`config.mk`:
```
export PLATFORM = sky130hd
export DESIGN_NAME = jcrc_ctrl
export DESIGN_NICKNAME = d
export VERILOG_FILES = /design/src/jcrc_pkg.sv /design/src/jcrc_ctrl.sv
export SDC_FILE = /design/constraint.sdc
export NUM_CORES = 1
export LEC_CHECK = 0
export BUFFER_PORTS_ARGS = -buffer_cell sky130_fd_sc_hd__buf_2
export CORE_ASPECT_RATIO = 2
export CORE_UTILIZATION = 45
export CTS_CLUSTER_DIAMETER = 40
export DETAILED_ROUTE_END_ITERATION = 16
export GPL_TIMING_DRIVEN = 0
export REMOVE_ABC_BUFFERS = 1
export SYNTH_ARGS = -nofsm -noshare
export SYNTH_HDL_FRONTEND = slang
export SYNTH_SLANG_ARGS = --single-unit
```
`constraint.sdc`:
```
create_clock -name ref_clk -period 6.3 [get_ports ref_clk]
set_input_delay 0 -clock ref_clk [delete_from_list [all_inputs] [get_ports ref_clk]]
set_output_delay 0 -clock ref_clk [all_outputs]
set_load 0.01 [all_outputs]
```
`src/jcrc_pkg.sv`:
```
// Package for the boundary scan configuration loader and readback control.
// Assumes a 250 MHz system clock and Avalon-MM register access.
package jcrc_pkg;
    // Register byte offsets
    localparam logic [3:0] OFF_CTRL = 4'h0;
    localparam logic [3:0] OFF_STATUS = 4'h4;
    localparam logic [3:0] OFF_IRQ_STAT = 4'h8;
    localparam logic [3:0] OFF_IRQ_MASK = 4'hc;
    // Control register bit positions
    localparam int CTRL_MASTER = 0;
    localparam int CTRL_FAST = 1;
    localparam int CTRL_ABORT_EN = 2;
    localparam int CTRL_USER_CLK = 3;
    localparam int CTRL_RB_EN = 4;
    localparam int CTRL_FRAME_ERR = 5;
    localparam logic [5:0] CTRL_RESET = 6'h00;
    // Interrupt status bit positions
    localparam int IRQ_DONE = 0;
    localparam int IRQ_ERR = 1;
    localparam int IRQ_RB_END = 2;
    localparam int IRQ_ABORT = 3;
    // Timing
    localparam int CLK_PERIOD_NS = 4;
    localparam int SLOW_PERIOD_NS = 1000;
    localparam int FAST_PERIOD_NS = 200;
    localparam int SLOW_HALF = SLOW_PERIOD_NS / CLK_PERIOD_NS / 2;
    localparam int FAST_HALF = FAST_PERIOD_NS / CLK_PERIOD_NS / 2;
    localparam int LOAD_CYCLES = 6;
    localparam int LEN_W = 24;
    localparam logic [31:0] FRAME_LEN_RESET = 32'h00000040;
    // Synchronised pins bundle
    typedef struct packed {
        logic tck;
        logic tdi;
        logic shift_dr;
        logic init_n;
        logic trig;
        logic ucl;
    } jcrc_pins_t;
endpackage

```
`src/jcrc_ctrl.sv`:
```
// Boundary scan configuration loader with readback control.
// Assumes the scan, clear and readback pins are asynchronous to ref_clk and sampled twice.
`timescale 1ns/10ps
`default_nettype none
module jcrc_ctrl #(
    parameter int FRAME_W = 16
) (
    input wire logic ref_clk,
    input wire logic rst,
    input wire logic [3:0] avs_address,
    input wire logic avs_read,
    input wire logic avs_write,
    input wire logic [31:0] avs_writedata,
    output logic [31:0] avs_readdata,
    output logic avs_waitrequest,
    input wire logic tck,
    input wire logic tdi,
    input wire logic shift_dr,
    input wire logic init_n_in,
    output logic init_n_out,
    output logic init_n_oe,
    input wire logic readback_trigger,
    input wire logic readback_user_clock,
    output logic readback_in_progress,
    output logic readback_data,
    output logic cfg_shift_clock,
    output logic cfg_done,
    output logic irq
);
    typedef enum logic [1:0] {CF_IDLE, CF_LOAD, CF_DONE, CF_WAIT} jcrc_cfg_t;

    jcrc_pkg::jcrc_pins_t raw_ff, pin_ff, prev_ff;
    jcrc_cfg_t cfg_state_ff;
    logic [5:0] ctrl_ff;
    logic [3:0] irq_stat_ff, irq_mask_ff;
    logic [jcrc_pkg::LEN_W-1:0] len_ff, cnt_ff;
    logic [31:0] frame_len_ff;
    logic [31:0] bit_pos_ff;
    logic [FRAME_W-1:0] rb_shift_ff, frame_src_ff;
    logic [9:0] div_ff;
    logic rb_active_ff, wait_ff;
    logic [3:0] ev;

    function automatic logic rose(input logic now, input logic was);
        return now & ~was;
    endfunction

    // Two-flop synchronisers plus an edge-detect stage; logic reads the second and third stages
    always_ff @(posedge ref_clk) begin
        raw_ff <= {tck, tdi, shift_dr, init_n_in, readback_trigger,
                   readback_user_clock};
        pin_ff <= raw_ff;
        prev_ff <= pin_ff;
    end

    wire tck_rise = rose(pin_ff.tck, prev_ff.tck);
    wire clr_rise = rose(pin_ff.init_n, prev_ff.init_n);
    wire trig_rise = rose(pin_ff.trig, prev_ff.trig);
    wire trig_fall = rose(prev_ff.trig, pin_ff.trig);
    // Readback clock source: own config clock or the user pin
    wire rb_edge = ctrl_ff[jcrc_pkg::CTRL_USER_CLK] ?
        rose(pin_ff.ucl, prev_ff.ucl) :
        (div_ff == 10'h000 && !cfg_shift_clock);
    wire in_load = bit_pos_ff >= frame_len_ff -
        32'(jcrc_pkg::LOAD_CYCLES);
    wire frame_err = ctrl_ff[jcrc_pkg::CTRL_FRAME_ERR];
    wire bus_go = (avs_read | avs_write) & avs_waitrequest;

    // Configuration clock divider, half period per selected speed
    always_ff @(posedge ref_clk) begin
        if (rst) begin
            div_ff <= 10'h000;
            cfg_shift_clock <= 1'b0;
        end else if (!ctrl_ff[jcrc_pkg::CTRL_MASTER]) begin
            div_ff <= 10'h000;
            cfg_shift_clock <= 1'b0;
        end else if (div_ff == 10'h000) begin
            div_ff <= ctrl_ff[jcrc_pkg::CTRL_FAST] ?
                10'(jcrc_pkg::FAST_HALF - 1) :
                10'(jcrc_pkg::SLOW_HALF - 1);
            cfg_shift_clock <= ~cfg_shift_clock;
        end else begin
            div_ff <= div_ff - 10'h001;
        end
    end

    // Configuration load: length count, TCK counting, error wait
    always_ff @(posedge ref_clk) begin
        if (rst) begin
            cfg_state_ff <= CF_IDLE;
            len_ff <= '0;
            cnt_ff <= '0;
        end else begin
            unique case (cfg_state_ff)
                CF_IDLE: if (clr_rise) begin
                    cfg_state_ff <= CF_LOAD;
                    cnt_ff <= '0;
                end
                CF_LOAD: begin
                    if (frame_err) begin
                        cfg_state_ff <= CF_WAIT;
                    end else if (tck_rise) begin
                        cnt_ff <= cnt_ff + 1'b1;
                        if (pin_ff.shift_dr && cnt_ff < 24'(jcrc_pkg::LEN_W)) begin
                            len_ff <= {len_ff[22:0], pin_ff.tdi};
                        end
                        if (cnt_ff >= 24'(jcrc_pkg::LEN_W) &&
                            cnt_ff + 1'b1 == len_ff) begin
                            cfg_state_ff <= CF_DONE;
                        end
                    end
                end
                CF_DONE: ;
                CF_WAIT: ;
            endcase
        end
    end

    // Memory-clear pin is driven low only while waiting after an error
    always_ff @(posedge ref_clk) begin
        if (rst) begin
            init_n_out <= 1'b0;
            init_n_oe <= 1'b0;
            cfg_done <= 1'b0;
            wait_ff <= 1'b0;
        end else begin
            init_n_out <= 1'b0;
            init_n_oe <= cfg_state_ff == CF_WAIT;
            cfg_done <= cfg_state_ff == CF_DONE;
            wait_ff <= cfg_state_ff == CF_WAIT;
        end
    end

    // Readback: trigger start, abort, frame position and load window
    always_ff @(posedge ref_clk) begin
        if (rst) begin
            rb_active_ff <= 1'b0;
            bit_pos_ff <= '0;
            rb_shift_ff <= '0;
            frame_src_ff <= '0;
            readback_data <= 1'b0;
        end else if (!ctrl_ff[jcrc_pkg::CTRL_RB_EN]) begin
            rb_active_ff <= 1'b0;
            bit_pos_ff <= '0;
        end else if (rb_active_ff && trig_fall &&
                     ctrl_ff[jcrc_pkg::CTRL_ABORT_EN]) begin
            rb_active_ff <= 1'b0;
            bit_pos_ff <= '0;
        end else if (!rb_active_ff) begin
            if (trig_rise && cfg_state_ff == CF_DONE) begin
                rb_active_ff <= 1'b1;
                bit_pos_ff <= frame_len_ff - 32'(jcrc_pkg::LOAD_CYCLES);
            end
        end else if (rb_edge) begin
            if (in_load) begin
                // Dynamic transfer of the next frame image
                rb_shift_ff <= frame_src_ff;
                frame_src_ff <= frame_src_ff + 1'b1;
            end else begin
                rb_shift_ff <= {rb_shift_ff[FRAME_W-2:0], 1'b0};
            end
            readback_data <= rb_shift_ff[FRAME_W-1];
            if (bit_pos_ff == frame_len_ff - 32'h1) begin
                bit_pos_ff <= '0;
                if (frame_src_ff == '1) rb_active_ff <= 1'b0;
            end else begin
                bit_pos_ff <= bit_pos_ff + 32'h1;
            end
        end
    end

    // Status output follows the active flag
    always_ff @(posedge ref_clk) begin
        if (rst) readback_in_progress <= 1'b0;
        else readback_in_progress <= rb_active_ff;
    end

    // Events feeding sticky status
    assign ev = {rb_active_ff && trig_fall &&
                 ctrl_ff[jcrc_pkg::CTRL_ABORT_EN],
                 readback_in_progress && !rb_active_ff,
                 cfg_state_ff == CF_WAIT && !wait_ff,
                 cfg_state_ff == CF_DONE && !cfg_done};

    // Sticky interrupt status; a read clears but a new event wins
    always_ff @(posedge ref_clk) begin
        if (rst) begin
            irq_stat_ff <= '0;
        end else if (bus_go && avs_read &&
                     avs_address == jcrc_pkg::OFF_IRQ_STAT) begin
            irq_stat_ff <= ev;
        end else begin
            irq_stat_ff <= irq_stat_ff | ev;
        end
    end

    always_ff @(posedge ref_clk) begin
        if (rst) irq <= 1'b0;
        else irq <= |(irq_stat_ff & irq_mask_ff);
    end

    // Avalon slave: one wait cycle, then answer
    always_ff @(posedge ref_clk) begin
        if (rst) begin
            avs_waitrequest <= 1'b1;
            avs_readdata <= '0;
            ctrl_ff <= jcrc_pkg::CTRL_RESET;
            irq_mask_ff <= '0;
            frame_len_ff <= jcrc_pkg::FRAME_LEN_RESET;
        end else begin
            avs_waitrequest <= !bus_go;
            if (bus_go && avs_write) begin
                unique case (avs_address)
                    jcrc_pkg::OFF_CTRL: ctrl_ff <= avs_writedata[5:0];
                    jcrc_pkg::OFF_IRQ_MASK: irq_mask_ff <= avs_writedata[3:0];
                    jcrc_pkg::OFF_STATUS: frame_len_ff <= avs_writedata;
                    default: ;
                endcase
            end
            if (bus_go && avs_read) begin
                unique case (avs_address)
                    jcrc_pkg::OFF_CTRL: avs_readdata <= {26'h0, ctrl_ff};
                    jcrc_pkg::OFF_STATUS: avs_readdata <= {4'h0, cnt_ff,
                        readback_in_progress, cfg_state_ff, 1'b0};
                    jcrc_pkg::OFF_IRQ_STAT: avs_readdata <= {28'h0, irq_stat_ff};
                    jcrc_pkg::OFF_IRQ_MASK: avs_readdata <= {28'h0, irq_mask_ff};
                    default: avs_readdata <= 32'h00000000;
                endcase
            end
        end
    end

    // Checks
    rip_level_a: assert property (@(posedge ref_clk) disable iff (rst)
        readback_in_progress == $past(rb_active_ff))
        else $error("in-progress output wrong");
    abort_end_a: assert property (@(posedge ref_clk) disable iff (rst)
        rb_active_ff && trig_fall && ctrl_ff[jcrc_pkg::CTRL_ABORT_EN]
        |=> !rb_active_ff ##1 !readback_in_progress)
        else $error("abort did not end readback");
    inhibit_a: assert property (@(posedge ref_clk) disable iff (rst)
        !ctrl_ff[jcrc_pkg::CTRL_RB_EN] |=> !rb_active_ff)
        else $error("readback while inhibited");
    err_wait_a: assert property (@(posedge ref_clk) disable iff (rst)
        cfg_state_ff == CF_LOAD && frame_err |=> cfg_state_ff == CF_WAIT
        ##1 (init_n_oe && !init_n_out))
        else $error("error did not clear pin");
    count_tck_a: assert property (@(posedge ref_clk) disable iff (rst)
        cfg_state_ff == CF_LOAD && !frame_err && tck_rise
        |=> cnt_ff == $past(cnt_ff) + 1'b1)
        else $error("TCK not counted");
    done_len_a: assert property (@(posedge ref_clk) disable iff (rst)
        $rose(cfg_state_ff == CF_DONE) |-> cnt_ff == len_ff)
        else $error("done before length");
    load_win_a: assert property (@(posedge ref_clk) disable iff (rst)
        rb_active_ff && rb_edge && in_load && ctrl_ff[jcrc_pkg::CTRL_RB_EN]
        && !(trig_fall && ctrl_ff[jcrc_pkg::CTRL_ABORT_EN])
        |=> rb_shift_ff == $past(frame_src_ff))
        else $error("frame not loaded");
    static_a: assert property (@(posedge ref_clk) disable iff (rst)
        !rb_edge |=> $stable(rb_shift_ff))
        else $error("shift moved without clock");
    slow_clk_a: assert property (@(posedge ref_clk) disable iff (rst)
        $rose(cfg_shift_clock) && !ctrl_ff[jcrc_pkg::CTRL_FAST]
        |=> cfg_shift_clock [*8])
        else $error("slow clock too short");
    fast_clk_a: assert property (@(posedge ref_clk) disable iff (rst)
        $rose(cfg_shift_clock) && ctrl_ff[jcrc_pkg::CTRL_FAST]
        && ctrl_ff[jcrc_pkg::CTRL_MASTER] |-> ##25 !cfg_shift_clock)
        else $error("fast clock half period off");
    user_clk_a: assert property (@(posedge ref_clk) disable iff (rst)
        ctrl_ff[jcrc_pkg::CTRL_USER_CLK] && rb_edge |-> pin_ff.ucl)
        else $error("user clock edge wrong");
    cv_done_c: cover property (@(posedge ref_clk) $rose(cfg_done));
    cv_abort_c: cover property (@(posedge ref_clk) ev[3]);
    cv_rb_c: cover property (@(posedge ref_clk) $fell(readback_in_progress));
endmodule // jcrc_ctrl
`default_nettype wire

```
==> results.ini, run 1 <==
[status]
status=finished with violations
violations=max-capacitance violations

[timing]
slew_viol_final=0
slew-limit-headroom_pct=0.344
period_minus_slack_ns=5.49
finalClockSkew_ns=0.0101
setup-violations-final=0
final_hold_viol_count=0
fmax_mhz=182
setup_ws_ns=0.805
fin_crit_sh_pct=87.2
rsz0062_at_grt=false
tns_ns=0
worst_slew_pin_slew_ns=1.48

[global_routing]
grt_util_met1_pct=25.2
met2_usage_pct=52.6
overflow=0
grt_max_degree=105
met3_usage_pct=3.01
grtUsageTotal_pct=26.9
grt_pass1_vias=11793
busiest_layer=met2
antenna_found_initial=0
grt_pass1_wl_um=60900

[finish]
post_layout_nonfiller_instances=1993
diodes=0
drive_gt1_share_pct=10.8
design_area_um2=14500
nNetsFinal=1705
nFillCells=2712
synthToLayoutAreaGrowth_pct=15.6
regArea_um2=4450
multi_input_area_um2=7570

[cts]
clkTransAtPathRegs_ns=0.06
clock_latency_ns=0.55
cts_tree=done
htree_levels=1
cts_setup_buffers=0
ctsResizeCount=0
root_buffer=clkbuf_16
cts_max_path_buffers=3
cts_made_buffers=28
numClockSinks=222
holdBufCountCts=44

[worst_setup_path]
r2r_cells=13
required_ns=6.74
worstSetupPathDepth=13
start_kind=flop
r2r_start=frame_len_ff[3]$_SDFFE_PP0P_
cpPeakStageDelay_ns=1.13
end_kind=flop
slowest_stage=a2111oi_1
critPathKind=reg -> reg
cp_common_cell=nor4_1
critPathArrivalTime_ns=5.94
crit_family=simple AND/OR/NAND/NOR gates
crit_chain=a2111oi_1 -> nand3_1 -> or3_1 -> nor2_1 -> xor2_1 -> inv_1 -> ha_1 -> nand4_1 -> nor4_1 -> nand2_1 -> o2111a_2 -> nor4_1 -> mux2_2
rrSetupSlack_ns=0.81
critical_path_buf_inv_count=1
r2r-end=frame_src_ff[15]$_SDFFE_PP0P_
path_max_fanout=45

[power_and_ir_drop]
vdd_drop_max_uv=237
p_leak_nw=5.57
power_mw=3.28
power_density_nw_per_um2=225

[placed_design]
dpl-instance-area_um2=13100
place_inst=1897
routabilityCongestion=0.983
dp_hpwl_um=28000
dp_slack_ns=0.831
io_buffers=80

[route]
drc_errors=0
drt-vias-per-instance=5.86
first_iter_violations=654
drtAntennaViolNets=0
num_vias=11683
drt_wl_total_um=38100
first_pass_iters=5
avgRoutedWirePerCell_um=19.1

[hold_path]
worstHoldStart=avs_address[2]
holdPathStages=4
min_to=avs_readdata[0]$_SDFFE_PP0P_
worstHoldPathType=in -> reg

[logic_synthesis]
synth.distinct_cells=77
synth_seq_cells=222
ys_seq_area_share_pct=35.3
synth-warning-count=0
synthArstFlopShare_pct=0
avgSynthCellArea_um2=8.00
synth_area_um2=12600
synth_top_flop_cell=dfxtp_1
synthCells=1572
synth_edf_count=0

[floorplanning]
io_pins=86
initial_core_util_pct=45.7
die_area_um2=28700
fp.dieW_um=120
rows=86
core_um2=27500
die_h_um=238

[run]
cap_violations=2

per-layer routing:
metal  vias to the layer above  share of wire [%]
met5                         -                  0
met2                       292                 54
met1                      5549                 35
li1                       5708                  -
met4                         0                7.2
met3                       134                3.4
synth_stat cells, drive strengths merged (13+ instances only):
cell type,count,area share [%]
mux2i,55,4.4
ha,40,4.0
a211oi,15,0.90
buf,25,1.2
xor2,44,3.1
a21oi,121,4.8
nand2b,13,0.65
or3,20,0.99
nand3,35,1.4
nor3,32,1.3
a21o,19,1.1
nor4,36,2.2
inv,28,0.84
nand2,163,4.9
clkbuf,95,2.8
xnor2,67,4.7
nand4,29,1.4
o21ai,60,2.4
o22ai,21,1.0
a22oi,29,1.7
dfxtp,222,35
or4,20,1.3
nor2,203,6.1
and3,22,1.1
nor2b,13,0.65
report_power, final:
part / switching, mW / total [mW] / internal, mW
Combinational: 0.104 / 0.177 / 0.0726
Clock: 0.691 / 1.68 / 0.984
Sequential: 0.0119 / 1.43 / 1.41
Total: 0.807 / 3.28 / 2.47
cells in the final DEF, fill, tap and decap left out, drive strengths merged, types with 15 or more instances in the layout:
cell and instances:
a211oi 15, or4 20, clkbuf 34, a22oi 29, nor4 36, nand3 35
ha 40, a21o 19, xnor2 67, o22ai 21, o21ai 60, buf 89
xor2 44, dlygate4sd3 44, nor3 32, inv 35, nand4 29, and3 22
dfxtp 222, nor2 203, mux2i 55, a21oi 121, nand2 163, or3 20
registers in the layout, indices dropped and copies added (netlist names):
name and cells:
readback_data 1, rb_active_ff 1, cfg_state_ff 2, rb_shift_ff 16
cnt_ff 24, div_ff 10, prev_ff 4, avs_readdata 28
frame_src_ff 16, frame_len_ff 32, ctrl_ff 6, bit_pos_ff 32
irq_stat_ff 4, irq 1, avs_waitrequest 1, pin_ff 6
len_ff 24, irq_mask_ff 4, cfg_shift_clock 1, raw_ff 6
cfg_done 1, readback_in_progress 1, wait_ff 1
tightest hold or removal path: cells and delay by family:
kind,cells,cell delay (ns)
buffers and inverters,1,0.19
and+or+nand+nor,1,0.08
AOI/OAI and AO/OA,2,0.26
worst max path at each step:
stage,startpoint,endpoint,slack [ns]
after floorplan,frame_len_ff[3]$_SDFFE_PP0P_,frame_src_ff[4]$_SDFFE_PP0P_,1.79
after global placement,frame_len_ff[3]$_SDFFE_PP0P_,rb_shift_ff[8]$_SDFFE_PP0P_,0.27
after detailed placement,frame_len_ff[3]$_SDFFE_PP0P_,frame_src_ff[15]$_SDFFE_PP0P_,0.83
after CTS,frame_len_ff[3]$_SDFFE_PP0P_,frame_src_ff[15]$_SDFFE_PP0P_,0.81
after global routing,frame_len_ff[3]$_SDFFE_PP0P_,frame_src_ff[15]$_SDFFE_PP0P_,0.37
final,frame_len_ff[3]$_SDFFE_PP0P_,frame_src_ff[15]$_SDFFE_PP0P_,0.81
cells by family (layout without fill, tap and decap cells):
kind of cell,Yosys count,after routing,share of synthesized area [%]
AO/OA/AOI/OAI,349,349,17.8
other,1,5,0.0298
multiplexers,60,60,5.09
adder cells (fa/ha/maj),40,40,3.98
buffers and inverters,149,214,4.89
flip-flops,222,222,35.3
XOR/XNOR,111,111,7.73
AND/OR/NAND/NOR,640,640,25.2
per-stage QoR:
step	utilization (%)	hold WS (ns)
final	52.8	0.0161
after global routing	52.8	0.0356
after CTS	52.8	0.00583
after detailed placement	47.6	0.104
after global placement	46.9	0.103
after floorplan	-	0.0277
final cells by class:
| type | instances | area share (%) |
|---|---|---|
| Clock buffer | 34 | 5.32 |
| Clock inverter | 18 | 1.44 |
| Inverter | 29 | 0.748 |
| Multi-Input combinational cell | 1205 | 52.0 |
| Sequential cell | 222 | 30.6 |
| Tap cell | 352 | 3.03 |
| Timing Repair Buffer | 133 | 6.88 |
Power figures use the tool's default switching activity.
==> run 2, diff against run 1 <==
GPL_ROUTABILITY_DRIVEN = 0   (was unset)
HOLD_SLACK_MARGIN = 0.08   (was unset)
==> results.ini, run 2 (synthesis gave the netlist of run 1 again) <==
[status]
status=finished with violations
violations=max-capacitance violations, max-slew violations

[floorplanning]
core_um2=27500
fp.dieW_um=120
io_pins=86
initial_core_util_pct=45.7
rows=86
die_h_um=238
die_area_um2=28700

[global_routing]
overflow=0
grt_pass1_wl_um=59100
grtUsageTotal_pct=26.2
antenna_found_initial=0
grt_pass1_vias=11325
grt_max_degree=88

[hold_path]
worstHoldStart=readback_trigger
holdPathStages=2
worstHoldPathType=in -> reg
min_to=raw_ff[1]$_DFF_P_

[power_and_ir_drop]
power_density_nw_per_um2=212
vdd_drop_max_uv=201
power_mw=3.10
p_leak_nw=5.62

[timing]
worst_slew_pin_slew_ns=1.65
slew-limit-headroom_pct=-11.0
hold_ws_ns=0.118
rsz0062_at_grt=false
tns_ns=0
setup_ws_ns=0.904
fin_crit_sh_pct=85.7
finalClockSkew_ns=0.0137
period_minus_slack_ns=5.40
slew_viol_final=5
final_hold_viol_count=0
setup-violations-final=0
fmax_mhz=185

[cts]
cts_made_buffers=26
clock_latency_ns=0.55
ctsResizeCount=0
numClockSinks=222
holdBufCountCts=64
cts_max_path_buffers=3
root_buffer=clkbuf_16
htree_levels=1
cts_setup_buffers=0
clkTransAtPathRegs_ns=0.06
cts_tree=done

[finish]
final_util_pct=53.0
nFillCells=2701
diodes=0
mostFrequentLayoutCell=dfxtp_1
top_regs=bit_pos_ff x32, frame_len_ff x32, avs_readdata x28
final_cell_mix=dfxtp_1, nor2_1, nand2_1
post_layout_nonfiller_instances=2008
design_area_um2=14600
drive_gt1_share_pct=10.2
synthToLayoutAreaGrowth_pct=16.1
nNetsFinal=1722

[worst_setup_path]
critPathKind=reg -> reg
path_max_fanout=45
rrSetupSlack_ns=0.90
end_kind=flop
r2r-end=frame_src_ff[15]$_SDFFE_PP0P_
critPathArrivalTime_ns=5.83
r2r_cells=14
start_kind=flop
crit_start=frame_len_ff[3]$_SDFFE_PP0P_
r2r_start=frame_len_ff[3]$_SDFFE_PP0P_
required_ns=6.73

[route]
drt-vias-per-instance=5.79
drt_wl_total_um=37400
first_pass_iters=5
drc_errors=0
num_vias=11629
drtAntennaViolNets=0
avgRoutedWirePerCell_um=18.6
first_iter_violations=655

[placed_design]
place_inst=1896
dp_hpwl_um=27000
dp_slack_ns=0.925
dpl-instance-area_um2=13100
io_buffers=80

[run]
cap_violations=1

## run 2: layer usage
metal | part of all wire (%) | up-vias | GRT usage [%]
li1 | - | 5724 | -
met1 | 35 | 5479 | 25.5
met2 | 54 | 286 | 49.8
met3 | 3.7 | 140 | 3.08
met4 | 7.1 | 0 | 18.7
met5 | 0 | - | 0
## run 2: layout make-up
type,count,area [um^2],share of cell area (%)
inverters,29,109,0.745
clock inverters,15,149,1.02
well taps,352,440,3.02
flip-flops and latches,222,4450,30.4
repair buffers,152,1190,8.15
clock buffers,33,698,4.78
multi-input cells,1205,7570,51.9
## run 2: how the worst max path moves through the flow
stage                                     to  depth (start not counted)
2_1_floorplan   frame_src_ff[4]$_SDFFE_PP0P_                         17
3_3_place_gp     rb_shift_ff[8]$_SDFFE_PP0P_                         14
3_5_place_dp   frame_src_ff[15]$_SDFFE_PP0P_                         13
4_1_cts        frame_src_ff[15]$_SDFFE_PP0P_                         13
5_1_grt        frame_src_ff[15]$_SDFFE_PP0P_                         13
6_report       frame_src_ff[15]$_SDFFE_PP0P_                         14
## run 2: worst max-delay path: stages (launching register included)
cell and delay (ns):
dfxtp_1 0.44, or4_4 0.63, nor2_1 0.43, and3_1 0.38, and2_1 0.28, nand2_1 0.22
nor3_1 0.50, xnor2_1 0.17, ha_1 0.32, nand4_1 0.11, nor4_1 0.34, nand2_1 0.09
o2111a_2 0.59, nor4_1 0.39, mux2_2 0.37
## run 2: power breakdown
| part | switching [mW] | internal [mW] | total (mW) |
|---|---|---|---|
| sequential | 0.0116 | 1.41 | 1.42 |
| combinational | 0.103 | 0.0763 | 0.179 |
| clock | 0.647 | 0.847 | 1.49 |
